`config.mk`:
```
export PLATFORM = sky130hd
export DESIGN_NAME = cpiu_unit
export DESIGN_NICKNAME = d
export VERILOG_FILES = /design/src/cpiu_pkg.sv /design/src/cpiu_unit.sv
export SDC_FILE = /design/constraint.sdc
export NUM_CORES = 1
export LEC_CHECK = 0
export BUFFER_PORTS_ARGS = -buffer_cell sky130_fd_sc_hd__buf_2
export CORE_MARGIN = 2
export CORE_UTILIZATION = 50
export CTS_CLUSTER_DIAMETER = 80
export DETAILED_ROUTE_END_ITERATION = 10
export PLACE_DENSITY = 0.85
export SKIP_CTS_REPAIR_TIMING = 1
export SYNTH_ARGS = -nofsm -noshare
export SYNTH_HDL_FRONTEND = slang
export SYNTH_SLANG_ARGS = --single-unit
```
`constraint.sdc`:
```
create_clock -name mclk -period 3.35 [get_ports mclk]
set_clock_uncertainty 0.05 [all_clocks]
set_input_delay 0.8375 -clock mclk [delete_from_list [all_inputs] [get_ports mclk]]
set_output_delay 0.8375 -clock mclk [all_outputs]
set_load 0.1 [all_outputs]
```
`src/cpiu_pkg.sv`:
```
/*
 package for the cascadable priority interrupt unit: instruction codes, widths,
 bus offsets, event bit positions and the cascade output carrier.
 assumes nothing of its surroundings.
*/
package cpiu_pkg;
   localparam int unsigned CPIU_LEVELS = 8;
   localparam int unsigned CPIU_VEC_W = 3;
   localparam int unsigned CPIU_INSTR_W = 4;
   localparam int unsigned CPIU_SYNC_STAGES = 3;

   // microinstruction encoding of the instruction field
   localparam logic [3:0] CPIU_I_MASTER_CLR = 4'h0;
   localparam logic [3:0] CPIU_I_CLR_ALL = 4'h1;
   localparam logic [3:0] CPIU_I_CLR_MBUS = 4'h2;
   localparam logic [3:0] CPIU_I_CLR_MASKREG = 4'h3;
   localparam logic [3:0] CPIU_I_CLR_LAST = 4'h4;
   localparam logic [3:0] CPIU_I_READ_VEC = 4'h5;
   localparam logic [3:0] CPIU_I_READ_STAT = 4'h6;
   localparam logic [3:0] CPIU_I_READ_MASK = 4'h7;
   localparam logic [3:0] CPIU_I_SET_MASK = 4'h8;
   localparam logic [3:0] CPIU_I_LOAD_STAT = 4'h9;
   localparam logic [3:0] CPIU_I_BITCLR_MASK = 4'ha;
   localparam logic [3:0] CPIU_I_BITSET_MASK = 4'hb;
   localparam logic [3:0] CPIU_I_CLR_MASK = 4'hc;
   localparam logic [3:0] CPIU_I_IRQ_OFF = 4'hd;
   localparam logic [3:0] CPIU_I_LOAD_MASK = 4'he;
   localparam logic [3:0] CPIU_I_IRQ_ON = 4'hf;

   // apb register byte offsets
   localparam logic [7:0] CPIU_A_EVT_STAT = 8'h00;
   localparam logic [7:0] CPIU_A_EVT_MASK = 8'h04;
   localparam logic [7:0] CPIU_A_STATE = 8'h08;
   localparam logic [7:0] CPIU_A_LEVEL = 8'h0c;

   // event bit positions (same layout in status and mask)
   localparam int unsigned CPIU_EV_ACCEPT = 0;
   localparam int unsigned CPIU_EV_VREAD = 1;
   localparam int unsigned CPIU_EV_OVFL = 2;
   localparam int unsigned CPIU_EV_W = 3;

   // field positions of the state word
   localparam int unsigned CPIU_ST_MASK_LSB = 0;
   localparam int unsigned CPIU_ST_STAT_LSB = 8;
   localparam int unsigned CPIU_ST_HOLD_LSB = 12;
   localparam int unsigned CPIU_ST_LOWEST = 16;
   localparam int unsigned CPIU_ST_VCEN = 17;
   localparam int unsigned CPIU_ST_OVFL = 18;
   localparam int unsigned CPIU_ST_IRQEN = 19;

   localparam logic [7:0] CPIU_MASK_RST = 8'h00;
   localparam logic [2:0] CPIU_STAT_RST = 3'h0;
   localparam logic [2:0] CPIU_VEC_TOP = 3'h7;
   localparam logic [2:0] CPIU_VEC_ONE = 3'h1;

   typedef struct packed {
      logic irq_request;      // this unit asks for service
      logic parallel_inhibit; // this unit has a pending accepted request
      logic chain_inhibit;    // inhibit passed down the ripple chain
      logic group_step_out;   // one-cycle pulse: status wrapped, advance group
   } cpiu_casc_out_s;
endpackage : cpiu_pkg

```
`src/cpiu_unit.sv`:
```
/*
 cascadable eight-level vectored priority interrupt unit with an apb window
 for event flags and state read-back.
 assumes a same-clock microprogram controller on the instruction field, the
 m/s/vector bus levels resolved outside from the enables, request pins async.
*/
`timescale 1ns/1ps
module cpiu_unit #(
   parameter int unsigned LEVELS = cpiu_pkg::CPIU_LEVELS
) (
   input wire logic mclk, // 10 MHz clock
   input wire logic rst, // synchronous reset, high
   input wire logic instr_accept_n, // low: instruction field valid
   input wire logic [cpiu_pkg::CPIU_INSTR_W-1:0] instr_field, // microinstruction
   input wire logic [LEVELS-1:0] request_inputs_n, // async request pins, low asks
   input wire logic catcher_bypass, // high: latches transparent
   input wire logic [LEVELS-1:0] mask_bus_in, // mask bus level
   output logic [LEVELS-1:0] mask_bus_out, // mask register onto bus
   output logic mask_bus_oe, // driving mask bus
   input wire logic [cpiu_pkg::CPIU_VEC_W-1:0] status_bus_in, // status bus level
   output logic [cpiu_pkg::CPIU_VEC_W-1:0] status_bus_out, // status register onto bus
   output logic status_bus_oe, // driving status bus
   output logic [cpiu_pkg::CPIU_VEC_W-1:0] vector_out, // held vector
   output logic vector_oe, // driving vector lines
   input wire logic group_select_in, // high: group enabled from above
   input wire logic group_step_in, // pulse: this unit becomes lowest group
   input wire logic chain_inhibit_in, // higher unit wants service
   input wire logic irq_disable_in, // high: no requests at all
   output cpiu_pkg::cpiu_casc_out_s casc_out, // cascade outputs
   output logic lowest_group, // this unit is the lowest group
   output logic status_overflow, // status wrapped, interrupts off
   input wire logic psel, // apb select
   input wire logic penable, // apb access phase
   input wire logic pwrite, // apb write
   input wire logic [7:0] paddr, // apb byte address
   input wire logic [31:0] pwdata, // apb write data
   output logic [31:0] prdata, // apb read data
   output logic pready, // apb ready
   output logic pslverr, // apb error on unmapped address
   output logic irq // level interrupt to software
);
   import cpiu_pkg::*;

   initial begin
      if (LEVELS != (1 << CPIU_VEC_W)) begin
         $error("cpiu_unit serves exactly eight levels");
      end
   end

   ////////////////////////////////////////////////////////////////////////////
   // instruction decode

   logic [LEVELS-1:0] mask_ff, nxt_mask;
   logic [CPIU_VEC_W-1:0] status_ff, nxt_status;
   logic [CPIU_VEC_W-1:0] hold_ff;
   logic lowest_ff, vcen_ff, ovfl_ff, irqen_ff, step_ff;
   logic vec_drive_ff;

   wire instr_go = ~instr_accept_n;
   wire op_mclr = instr_go && (instr_field == CPIU_I_MASTER_CLR);
   wire op_clr_all = instr_go && (instr_field == CPIU_I_CLR_ALL);
   wire op_clr_mbus = instr_go && (instr_field == CPIU_I_CLR_MBUS);
   wire op_clr_mreg = instr_go && (instr_field == CPIU_I_CLR_MASKREG);
   wire op_clr_last = instr_go && (instr_field == CPIU_I_CLR_LAST);
   wire op_rd_vec = instr_go && (instr_field == CPIU_I_READ_VEC);
   wire op_rd_stat = instr_go && (instr_field == CPIU_I_READ_STAT);
   wire op_rd_mask = instr_go && (instr_field == CPIU_I_READ_MASK);
   wire op_set_mask = instr_go && (instr_field == CPIU_I_SET_MASK);
   wire op_ld_stat = instr_go && (instr_field == CPIU_I_LOAD_STAT);
   wire op_bclr_mask = instr_go && (instr_field == CPIU_I_BITCLR_MASK);
   wire op_bset_mask = instr_go && (instr_field == CPIU_I_BITSET_MASK);
   wire op_clr_mask = instr_go && (instr_field == CPIU_I_CLR_MASK);
   wire op_irq_off = instr_go && (instr_field == CPIU_I_IRQ_OFF);
   wire op_ld_mask = instr_go && (instr_field == CPIU_I_LOAD_MASK);
   wire op_irq_on = instr_go && (instr_field == CPIU_I_IRQ_ON);

   ////////////////////////////////////////////////////////////////////////////
   // request pins: three-stage synchroniser, change taken when stages 2 and 3 agree

   logic [LEVELS-1:0] sync1_ff, sync2_ff, sync3_ff, pin_ff;
   logic [LEVELS-1:0] nxt_pin;

   always_ff @(posedge mclk) begin
      if (rst) begin
         sync1_ff <= '1;
         sync2_ff <= '1;
         sync3_ff <= '1;
         pin_ff <= '1;
      end else begin
         sync1_ff <= request_inputs_n;
         sync2_ff <= sync1_ff;
         sync3_ff <= sync2_ff;
         pin_ff <= nxt_pin;
      end
   end

   assign nxt_pin = (sync2_ff == sync3_ff) ? sync2_ff : pin_ff;
   wire [LEVELS-1:0] req_now = ~pin_ff;

   ////////////////////////////////////////////////////////////////////////////
   // per-level clears, pulse catchers and request register

   logic [LEVELS-1:0] latch_ff, reqreg_ff;
   logic [LEVELS-1:0] last_onehot;
   assign last_onehot = LEVELS'(1) << hold_ff;

   logic [LEVELS-1:0] clr_vec;
   assign clr_vec = ({LEVELS{op_mclr | op_clr_all}})
      | ({LEVELS{op_clr_mbus}} & mask_bus_in)
      | ({LEVELS{op_clr_mreg}} & mask_ff)
      | ({LEVELS{op_clr_last & vcen_ff}} & last_onehot);

   // a new request beats a clear in the same cycle, so no event is lost
   logic [LEVELS-1:0] nxt_latch, latch_q, nxt_reqreg;
   assign nxt_latch = req_now | (latch_ff & ~clr_vec);
   assign latch_q = catcher_bypass ? req_now : latch_ff;
   assign nxt_reqreg = latch_q & ~clr_vec;

   always_ff @(posedge mclk) begin
      if (rst) begin
         latch_ff <= '0;
         reqreg_ff <= '0;
      end else begin
         latch_ff <= nxt_latch;
         reqreg_ff <= nxt_reqreg;
      end
   end

   ////////////////////////////////////////////////////////////////////////////
   // masking, detect, priority encoder, comparator

   // a mask bit at one blocks its level
   logic [LEVELS-1:0] pending;
   assign pending = reqreg_ff & ~mask_ff;
   wire present = |pending;

   logic [CPIU_VEC_W-1:0] vec;
   always_comb begin
      vec = '0;
      for (int i = 0; i < LEVELS; i++) begin
         if (pending[i]) begin
            vec = CPIU_VEC_W'(i);
         end
      end
   end

   wire vec_ge_stat = (vec >= status_ff);
   // groups above the lowest accept every level; the lowest one compares
   wire level_ok = lowest_ff ? vec_ge_stat : 1'b1;
   wire grp_ok = group_select_in & irqen_ff & ~ovfl_ff & ~irq_disable_in;
   wire accept = present & level_ok & grp_ok;
   wire win = accept & ~chain_inhibit_in;

   assign casc_out.irq_request = win;
   assign casc_out.parallel_inhibit = accept;
   assign casc_out.chain_inhibit = accept | chain_inhibit_in;
   assign casc_out.group_step_out = step_ff;

   ////////////////////////////////////////////////////////////////////////////
   // mask, status, hold and flags

   logic [LEVELS-1:0] mask_mod;
   assign mask_mod = op_ld_mask ? mask_bus_in :
      op_set_mask ? '1 :
      (op_clr_mask | op_mclr) ? '0 :
      op_bset_mask ? (mask_ff | mask_bus_in) :
      op_bclr_mask ? (mask_ff & ~mask_bus_in) : mask_ff;
   assign nxt_mask = mask_mod;

   wire rd_ours = op_rd_vec & win;
   wire wrap = rd_ours & (vec == CPIU_VEC_TOP);
   assign nxt_status = op_mclr ? CPIU_STAT_RST :
      op_ld_stat ? status_bus_in :
      rd_ours ? (vec + CPIU_VEC_ONE) : status_ff;

   always_ff @(posedge mclk) begin
      if (rst) begin
         mask_ff <= CPIU_MASK_RST;
         status_ff <= CPIU_STAT_RST;
         hold_ff <= '0;
         vcen_ff <= 1'b0;
         ovfl_ff <= 1'b0;
         irqen_ff <= 1'b0;
         step_ff <= 1'b0;
         vec_drive_ff <= 1'b0;
      end else begin
         mask_ff <= nxt_mask;
         status_ff <= nxt_status;
         if (rd_ours) begin
            hold_ff <= vec;
         end
         if (op_rd_vec) begin
            vcen_ff <= win;
         end else if (op_mclr) begin
            vcen_ff <= 1'b0;
         end
         if (op_mclr | op_ld_stat) begin
            ovfl_ff <= 1'b0;
         end else if (wrap) begin
            ovfl_ff <= 1'b1;
         end
         if (op_irq_on) begin
            irqen_ff <= 1'b1;
         end else if (op_irq_off | op_mclr) begin
            irqen_ff <= 1'b0;
         end
         step_ff <= wrap;
         vec_drive_ff <= op_rd_vec;
      end
   end

   // every unit leaves reset as the lowest group: one strapped by
   // the parameter would need a clocked strap; here the step chain hands it over
   always_ff @(posedge mclk) begin
      if (rst) begin
         lowest_ff <= 1'b1;
      end else if (group_step_in) begin
         lowest_ff <= 1'b1;
      end else if (wrap) begin
         lowest_ff <= 1'b0;
      end
   end

   assign lowest_group = lowest_ff;
   assign status_overflow = ovfl_ff;
   assign mask_bus_out = mask_ff;
   assign mask_bus_oe = op_rd_mask;
   assign status_bus_out = status_ff;
   assign status_bus_oe = op_rd_stat;
   assign vector_out = hold_ff;
   assign vector_oe = vec_drive_ff & vcen_ff;

   ////////////////////////////////////////////////////////////////////////////
   // apb slave: event flags, event mask, state read-back

   logic [CPIU_EV_W-1:0] evt_ff, evmask_ff, nxt_evt;
   logic accept_d_ff;

   wire apb_wr = psel & penable & pwrite;
   wire sel_stat = (paddr == CPIU_A_EVT_STAT);
   wire sel_mask = (paddr == CPIU_A_EVT_MASK);
   wire sel_state = (paddr == CPIU_A_STATE);
   wire sel_level = (paddr == CPIU_A_LEVEL);
   wire mapped = sel_stat | sel_mask | sel_state | sel_level;

   logic [CPIU_EV_W-1:0] ev_set;
   assign ev_set[CPIU_EV_ACCEPT] = accept & ~accept_d_ff;
   assign ev_set[CPIU_EV_VREAD] = rd_ours;
   assign ev_set[CPIU_EV_OVFL] = wrap;
   // set beats a write-one-to-clear in the same cycle
   assign nxt_evt = ev_set | (evt_ff & ~({CPIU_EV_W{apb_wr & sel_stat}} & pwdata[CPIU_EV_W-1:0]));

   always_ff @(posedge mclk) begin
      if (rst) begin
         evt_ff <= '0;
         evmask_ff <= '0;
         accept_d_ff <= 1'b0;
      end else begin
         evt_ff <= nxt_evt;
         accept_d_ff <= accept;
         if (apb_wr & sel_mask) begin
            evmask_ff <= pwdata[CPIU_EV_W-1:0];
         end
      end
   end

   logic [31:0] state_word;
   always_comb begin
      state_word = '0;
      state_word[CPIU_ST_MASK_LSB +: LEVELS] = mask_ff;
      state_word[CPIU_ST_STAT_LSB +: CPIU_VEC_W] = status_ff;
      state_word[CPIU_ST_HOLD_LSB +: CPIU_VEC_W] = hold_ff;
      state_word[CPIU_ST_LOWEST] = lowest_ff;
      state_word[CPIU_ST_VCEN] = vcen_ff;
      state_word[CPIU_ST_OVFL] = ovfl_ff;
      state_word[CPIU_ST_IRQEN] = irqen_ff;
   end

   logic [31:0] level_word;
   assign level_word = {8'h00, pending, reqreg_ff, latch_ff};

   assign prdata = sel_stat ? 32'(evt_ff) :
      sel_mask ? 32'(evmask_ff) :
      sel_state ? state_word :
      sel_level ? level_word : 32'h0000_0000;
   assign pready = 1'b1;
   assign pslverr = psel & penable & ~mapped;
   assign irq = |(evt_ff & evmask_ff);
endmodule : cpiu_unit

```
# == Word level (Yosys, flattened, before mapping) ==
# Cells that the tools add are included.
# op_classes
add_sub_neg,1
eq_ne,20
n_mux,24
n_reduce_logical,27
bitwise,51
magnitude_cmp,1
n_shift,1
# op_table
operator,n
$mux W24,4
$and A8 B8 Y8,7
$mux W8,6
$or A8 B8 Y8,5
$eq A4 B4 Y1 const B,8
$not A8 Y8,4
$mux W3,8
$and A1 B1 Y1,16
$eq A4 B3 Y1 const B,4
$eq A8 B4 Y1 const B,2
$logic_and A1 B1 Y1,16
$and A3 B3 Y3,3
$eq A4 B2 Y1 const B,2
$eq A8 B3 Y1 const B,1
$eq A8 B8 Y1,1
$logic_not A8 Y1,1
$or A1 B1 Y1,8
$reduce_or A8 Y1,1
$shl A1 B3 Y8 const A,1
$mux W1,6
$not A1 Y1,6
$reduce_bool A2 Y1,3
$reduce_or A2 Y1,3
$reduce_bool A5 Y1,1
other kinds (8),8
# word_totals
elab_cells,143
in_bits,74
reg_bits,75

# == Depth between registers and ports, before layout ==
# logic_depth
word_depth,17
mapped_depth,9

# == Least setup slack after synthesis ==
# No wires, ideal clock.
# synth_path
kind,input to output
startpoint,input instr_field[3] in the netlist's numbering
endpoint,output mask_bus_oe
arrival_ps,3293
path_stages,3
slack_ps,-831
path_cell_list,buf_2 > clkbuf_1 > nor3_1
# synth_between
elab_chain_len,2
# synth_rtl
element,line,rtl
start: declaration,cpiu_unit.sv:14,"input wire logic [cpiu_pkg::CPIU_INSTR_W-1:0] instr_field,"
$eq A4 B3 Y1,cpiu_unit.sv:67,wire op_rd_mask = instr_go && (instr_field == CPIU_I_READ_MASK);
$logic_and A1 B1 Y1,cpiu_unit.sv:67,
end: declaration,cpiu_unit.sv:19,"output logic mask_bus_oe,"
# Every way passes these cells.

==> summary.txt <==
Worst setup path
  – Crit path largest cell delay: 0.38 ns
  – CP Capture Point: casc_out[2]
  – Setup CP Type: reg2out
  – Crit path buffers/inverters: 2
  – Critical path's top delay family: compound AO/OA/AOI/OAI gates
  – R2R Path Start: mask_bus_out[5]
  – WP data arrival: around 2.5 ns
  – Reg2reg end: lowest_group
  – Element type at the critical path start: flip-flop
  – CP Depth: 9
  – Crit path max-delay cell type: dfxtp_4
  – Crit path launch: mask_bus_out[5]
  – Worst Setup End Kind: output port
  – Setup slack, reg-to-reg: approximately 0.59 ns
  – WP data required: about 2.5 ns
  – CP Max Fanout: 6
  – R2R depth: 10
  – Worst-path cell chain: nand2b_2 -> o21ai_1 -> a31oi_4 -> ha_1 -> nor2b_2 -> o2111ai_4 -> o211ai_4 -> inv_1 -> buf_12

Synthesis
  – Prevailing post-synth register cell: dfxtp_1
  – Async SR Flop Fraction: 0%
  – Seq/Total Area, Yosys: approximately two fifths
  – Seq cells post-synth: between 70 and 80
  – Number of synthesized flops with an enable pin: 0
  – Synth warn: 0
  – Yosys top cell by area: dfxtp_1
  – Top-area cell type share of the netlist area: 39.4%
  – Mean Syn Cell Area: 8.98 µm²
  – Post-Syn Area: ~3800 µm²
  – Post-synthesis cell count: ~420
  – Netlist cell types: 51
  – Area contributors post-synth: dfxtp_1, mux2i_1, nor2_1, or2_2, buf_4

Clock tree
  – Num CTS Buffers: 9
  – Longest Clk Path Bufs: 2
  – CTS tree: built
  – Clock transition at the registers of the reported paths: 0.08 ns
  – Clock Tree Root: clkbuf_8
  – H-Tree Depth: 3
  – CTS Sinks: 75
  – Clk_lat worst skew: 0.35 ns

Routing
  – Post-DRT Antenna Nets: 0
  – DR vias/cell: approximately 5.7
  – DR DRC count: 0
  – Initial DRC Count: 241
  – Vias: about 3,500
  – Drt wl/cell: 16.7 µm
  – Final wirelength: between 10,000 and 15,000 µm
  – Drt first pass iters: 6

Cells and area
  – Fill cells: about 530
  – N_diodes: 0
  – Post-route cell area: around 5100 µm²
  – Finished Layout Cells: approximately 620
  – Area growth, synth to finish: 33.7%
  – Fin nets: roughly 590
  – Share of layout cells above drive strength 1: between 30% and 40%

Global routing
  – Met2 Usage GRT: a little over two fifths
  – Total track usage: between 20% and 30%
  – GRT overflow: 0
  – GRT busiest layer: met2
  – Global-route wire length before repair: approximately 16,000 µm
  – Via count of the first global-routing pass: between 3,000 and 4,000
  – Initial antenna violation count: 0
  – Met1 usage: approximately 29%
  – Largest net degree at the start of global routing: between 50 and 60
  – Met3 global-route usage: under 10%

Floorplanning
  – Top-level port count: between 100 and 150
  – Core area: between 7000 and 8000 µm²
  – FP Rows: 31
  – Die H: 91.3 µm
  – Starting Density: roughly 52%
  – Die ar.: between 8000 and 9000 µm²
  – Die W: between 90 and 100 µm

Power and ir drop
  – Maximum VDD drop: roughly 260 µV
  – Leak Pwr: around 2.2 nW
  – Power Density: slightly above 400 nW/µm²

STA
  – Count of final setup violators: 0
  – RSZ-0062 raised after global routing: yes
  – Slew Viols, Final: 0
  – Worst rel slew slack: between 30% and 40%
  – Ratio of final minimum period to clock period: 99.5%
  – Fmax: 300 MHz
  – Crit path time final: roughly 3.3 ns
  – Slew @ Worst Pin: between 0.9 and 1 ns
  – Final Hold Fails: 0

Place
  – Buffers on Ports: 93
  – Final HPWL DP: between 7000 and 8000 µm
  – Gpl congestion: around 0.84
  – Placed cells: 600
  – Post-DP Area: a little under 5000 µm²

Min path
  – Min-Delay Path Class: reg2reg

Outcome
  – Status: complete, no violations

Run
  – Max-cap viol count: 0
[sequential cells by signal (all words and copies together), names as in the netlist]
| register | count |
|---|---|
| step_ff | 1 |
| vcen_ff | 1 |
| vector_out | 3 |
| evt_ff | 3 |
| irqen_ff | 1 |
| sync3_ff | 8 |
| vec_drive_ff | 1 |
| reqreg_ff | 8 |
| pin_ff | 8 |
| sync1_ff | 8 |
| lowest_group | 1 |
| mask_bus_out | 8 |
| sync2_ff | 8 |
| status_bus_out | 3 |
| status_overflow | 1 |
| evmask_ff | 3 |
| accept_d_ff | 1 |
| latch_ff | 8 |
[synth_stat cells (all sizes together), types with 3 or more instances]
library cell and number:
o22ai 9, ha 5, o211ai 8, a22oi 8
and3 11, dfxtp 75, mux4 3, nor3 6
nor4 6, and2 5, xor2 9, buf 17
o21ai 5, nand3 5, nor2b 9, nand2 20
mux2 8, or4 3, a211o 9, or2 28
clkbuf 12, nor2 66, o221a 8, inv 19
nand2b 10, mux2i 31, a21oi 11
[layout by cell type (no fill, tap or decap), drive strengths merged, types with 3 or more instances in the layout]
master and count:
dfxtp 75, o21ai 5, mux2i 31, o22ai 9
clkinv 3, nor4 6, conb 9, o211ai 8
o221a 8, or2 28, nor3 6, nor2b 9
or4 3, nand2 20, mux4 3, a211o 9
xor2 9, nand2b 10, and3 11, and2 5
clkbuf 10, a22oi 8, ha 5, nand3 5
a21oi 11, nor2 66, inv 21, mux2 8
buf 101
[metal layers]
layer / wire [µm] / up-vias
li1: - / 1656
met4: 296 / 0
met5: 0 / -
met1: 4150 / 1701
met3: 707 / 28
met2: 5170 / 141
[worst min-delay path by stage]
stage,startpoint,endpoint,slack (ns),depth (start not counted)
floorplan,sync1_ff[0],sync2_ff[0],0.34,1
finish,sync1_ff[3],sync2_ff[3],0.36,1
global placement,sync1_ff[2],sync2_ff[2],0.34,1
global route,sync1_ff[3],sync2_ff[3],0.37,1
detailed placement,sync1_ff[3],sync2_ff[3],0.34,1
CTS,sync1_ff[3],sync2_ff[3],0.36,1
[report_power, final]
part,internal [mW],total (mW),switching (mW)
Sequential,0.943,0.988,0.0458
Clock,0.295,0.645,0.350
Combinational,0.166,0.476,0.310
Total,1.40,2.11,0.706
[cell families after synthesis]
family | share of synthesized area [%]
AOI/OAI and AO/OA | 14.0
xor gates and xnor gates | 2.07
adders and majority gates | 1.64
buffers and inverters | 6.01
DFF | 39.4
muxes | 12.3
other | 0.197
and+or+nand+nor | 24.4
[layout make-up]
class,count,area (µm²),share of cell area [%]
multi-input cells,308,2250,44.1
flip-flops and latches,75,1520,29.9
repair buffers,101,943,18.5
clock buffers,10,138,2.70
well taps,99,124,2.43
inverters,19,71.3,1.40
clock inverters,6,47.5,0.934
[stage by stage]
step | setup WS [ns] | hold WS (ns) | power (mW) | utilization (%) | TNS [ns]
2_1_floorplan | -0.725 | 0.339 | 1.33 | - | -9.13
3_3_place_gp | 0.0729 | 0.343 | 1.42 | 65.5 | 0
3_5_place_dp | 0.0275 | 0.343 | 1.44 | 65.5 | 0
4_1_cts | -0.335 | 0.363 | 2.08 | 68.1 | -0.894
5_1_grt | -0.0719 | 0.375 | 2.19 | 69.5 | -0.133
6_report | 0.0158 | 0.361 | 2.11 | 69.5 | 0
[worst reg2reg max path: stages, from the launching register on]
cell	delay, ns
dfxtp_4	0.38
nand2b_2	0.24
o21ai_1	0.27
a31oi_4	0.07
ha_1	0.31
nor2b_2	0.06
o2111ai_4	0.23
buf_4	0.17
o2111ai_4	0.23
or2_1	0.35
a211o_1	0.30
No activity file was read; power rests on OpenSTA's default activity.
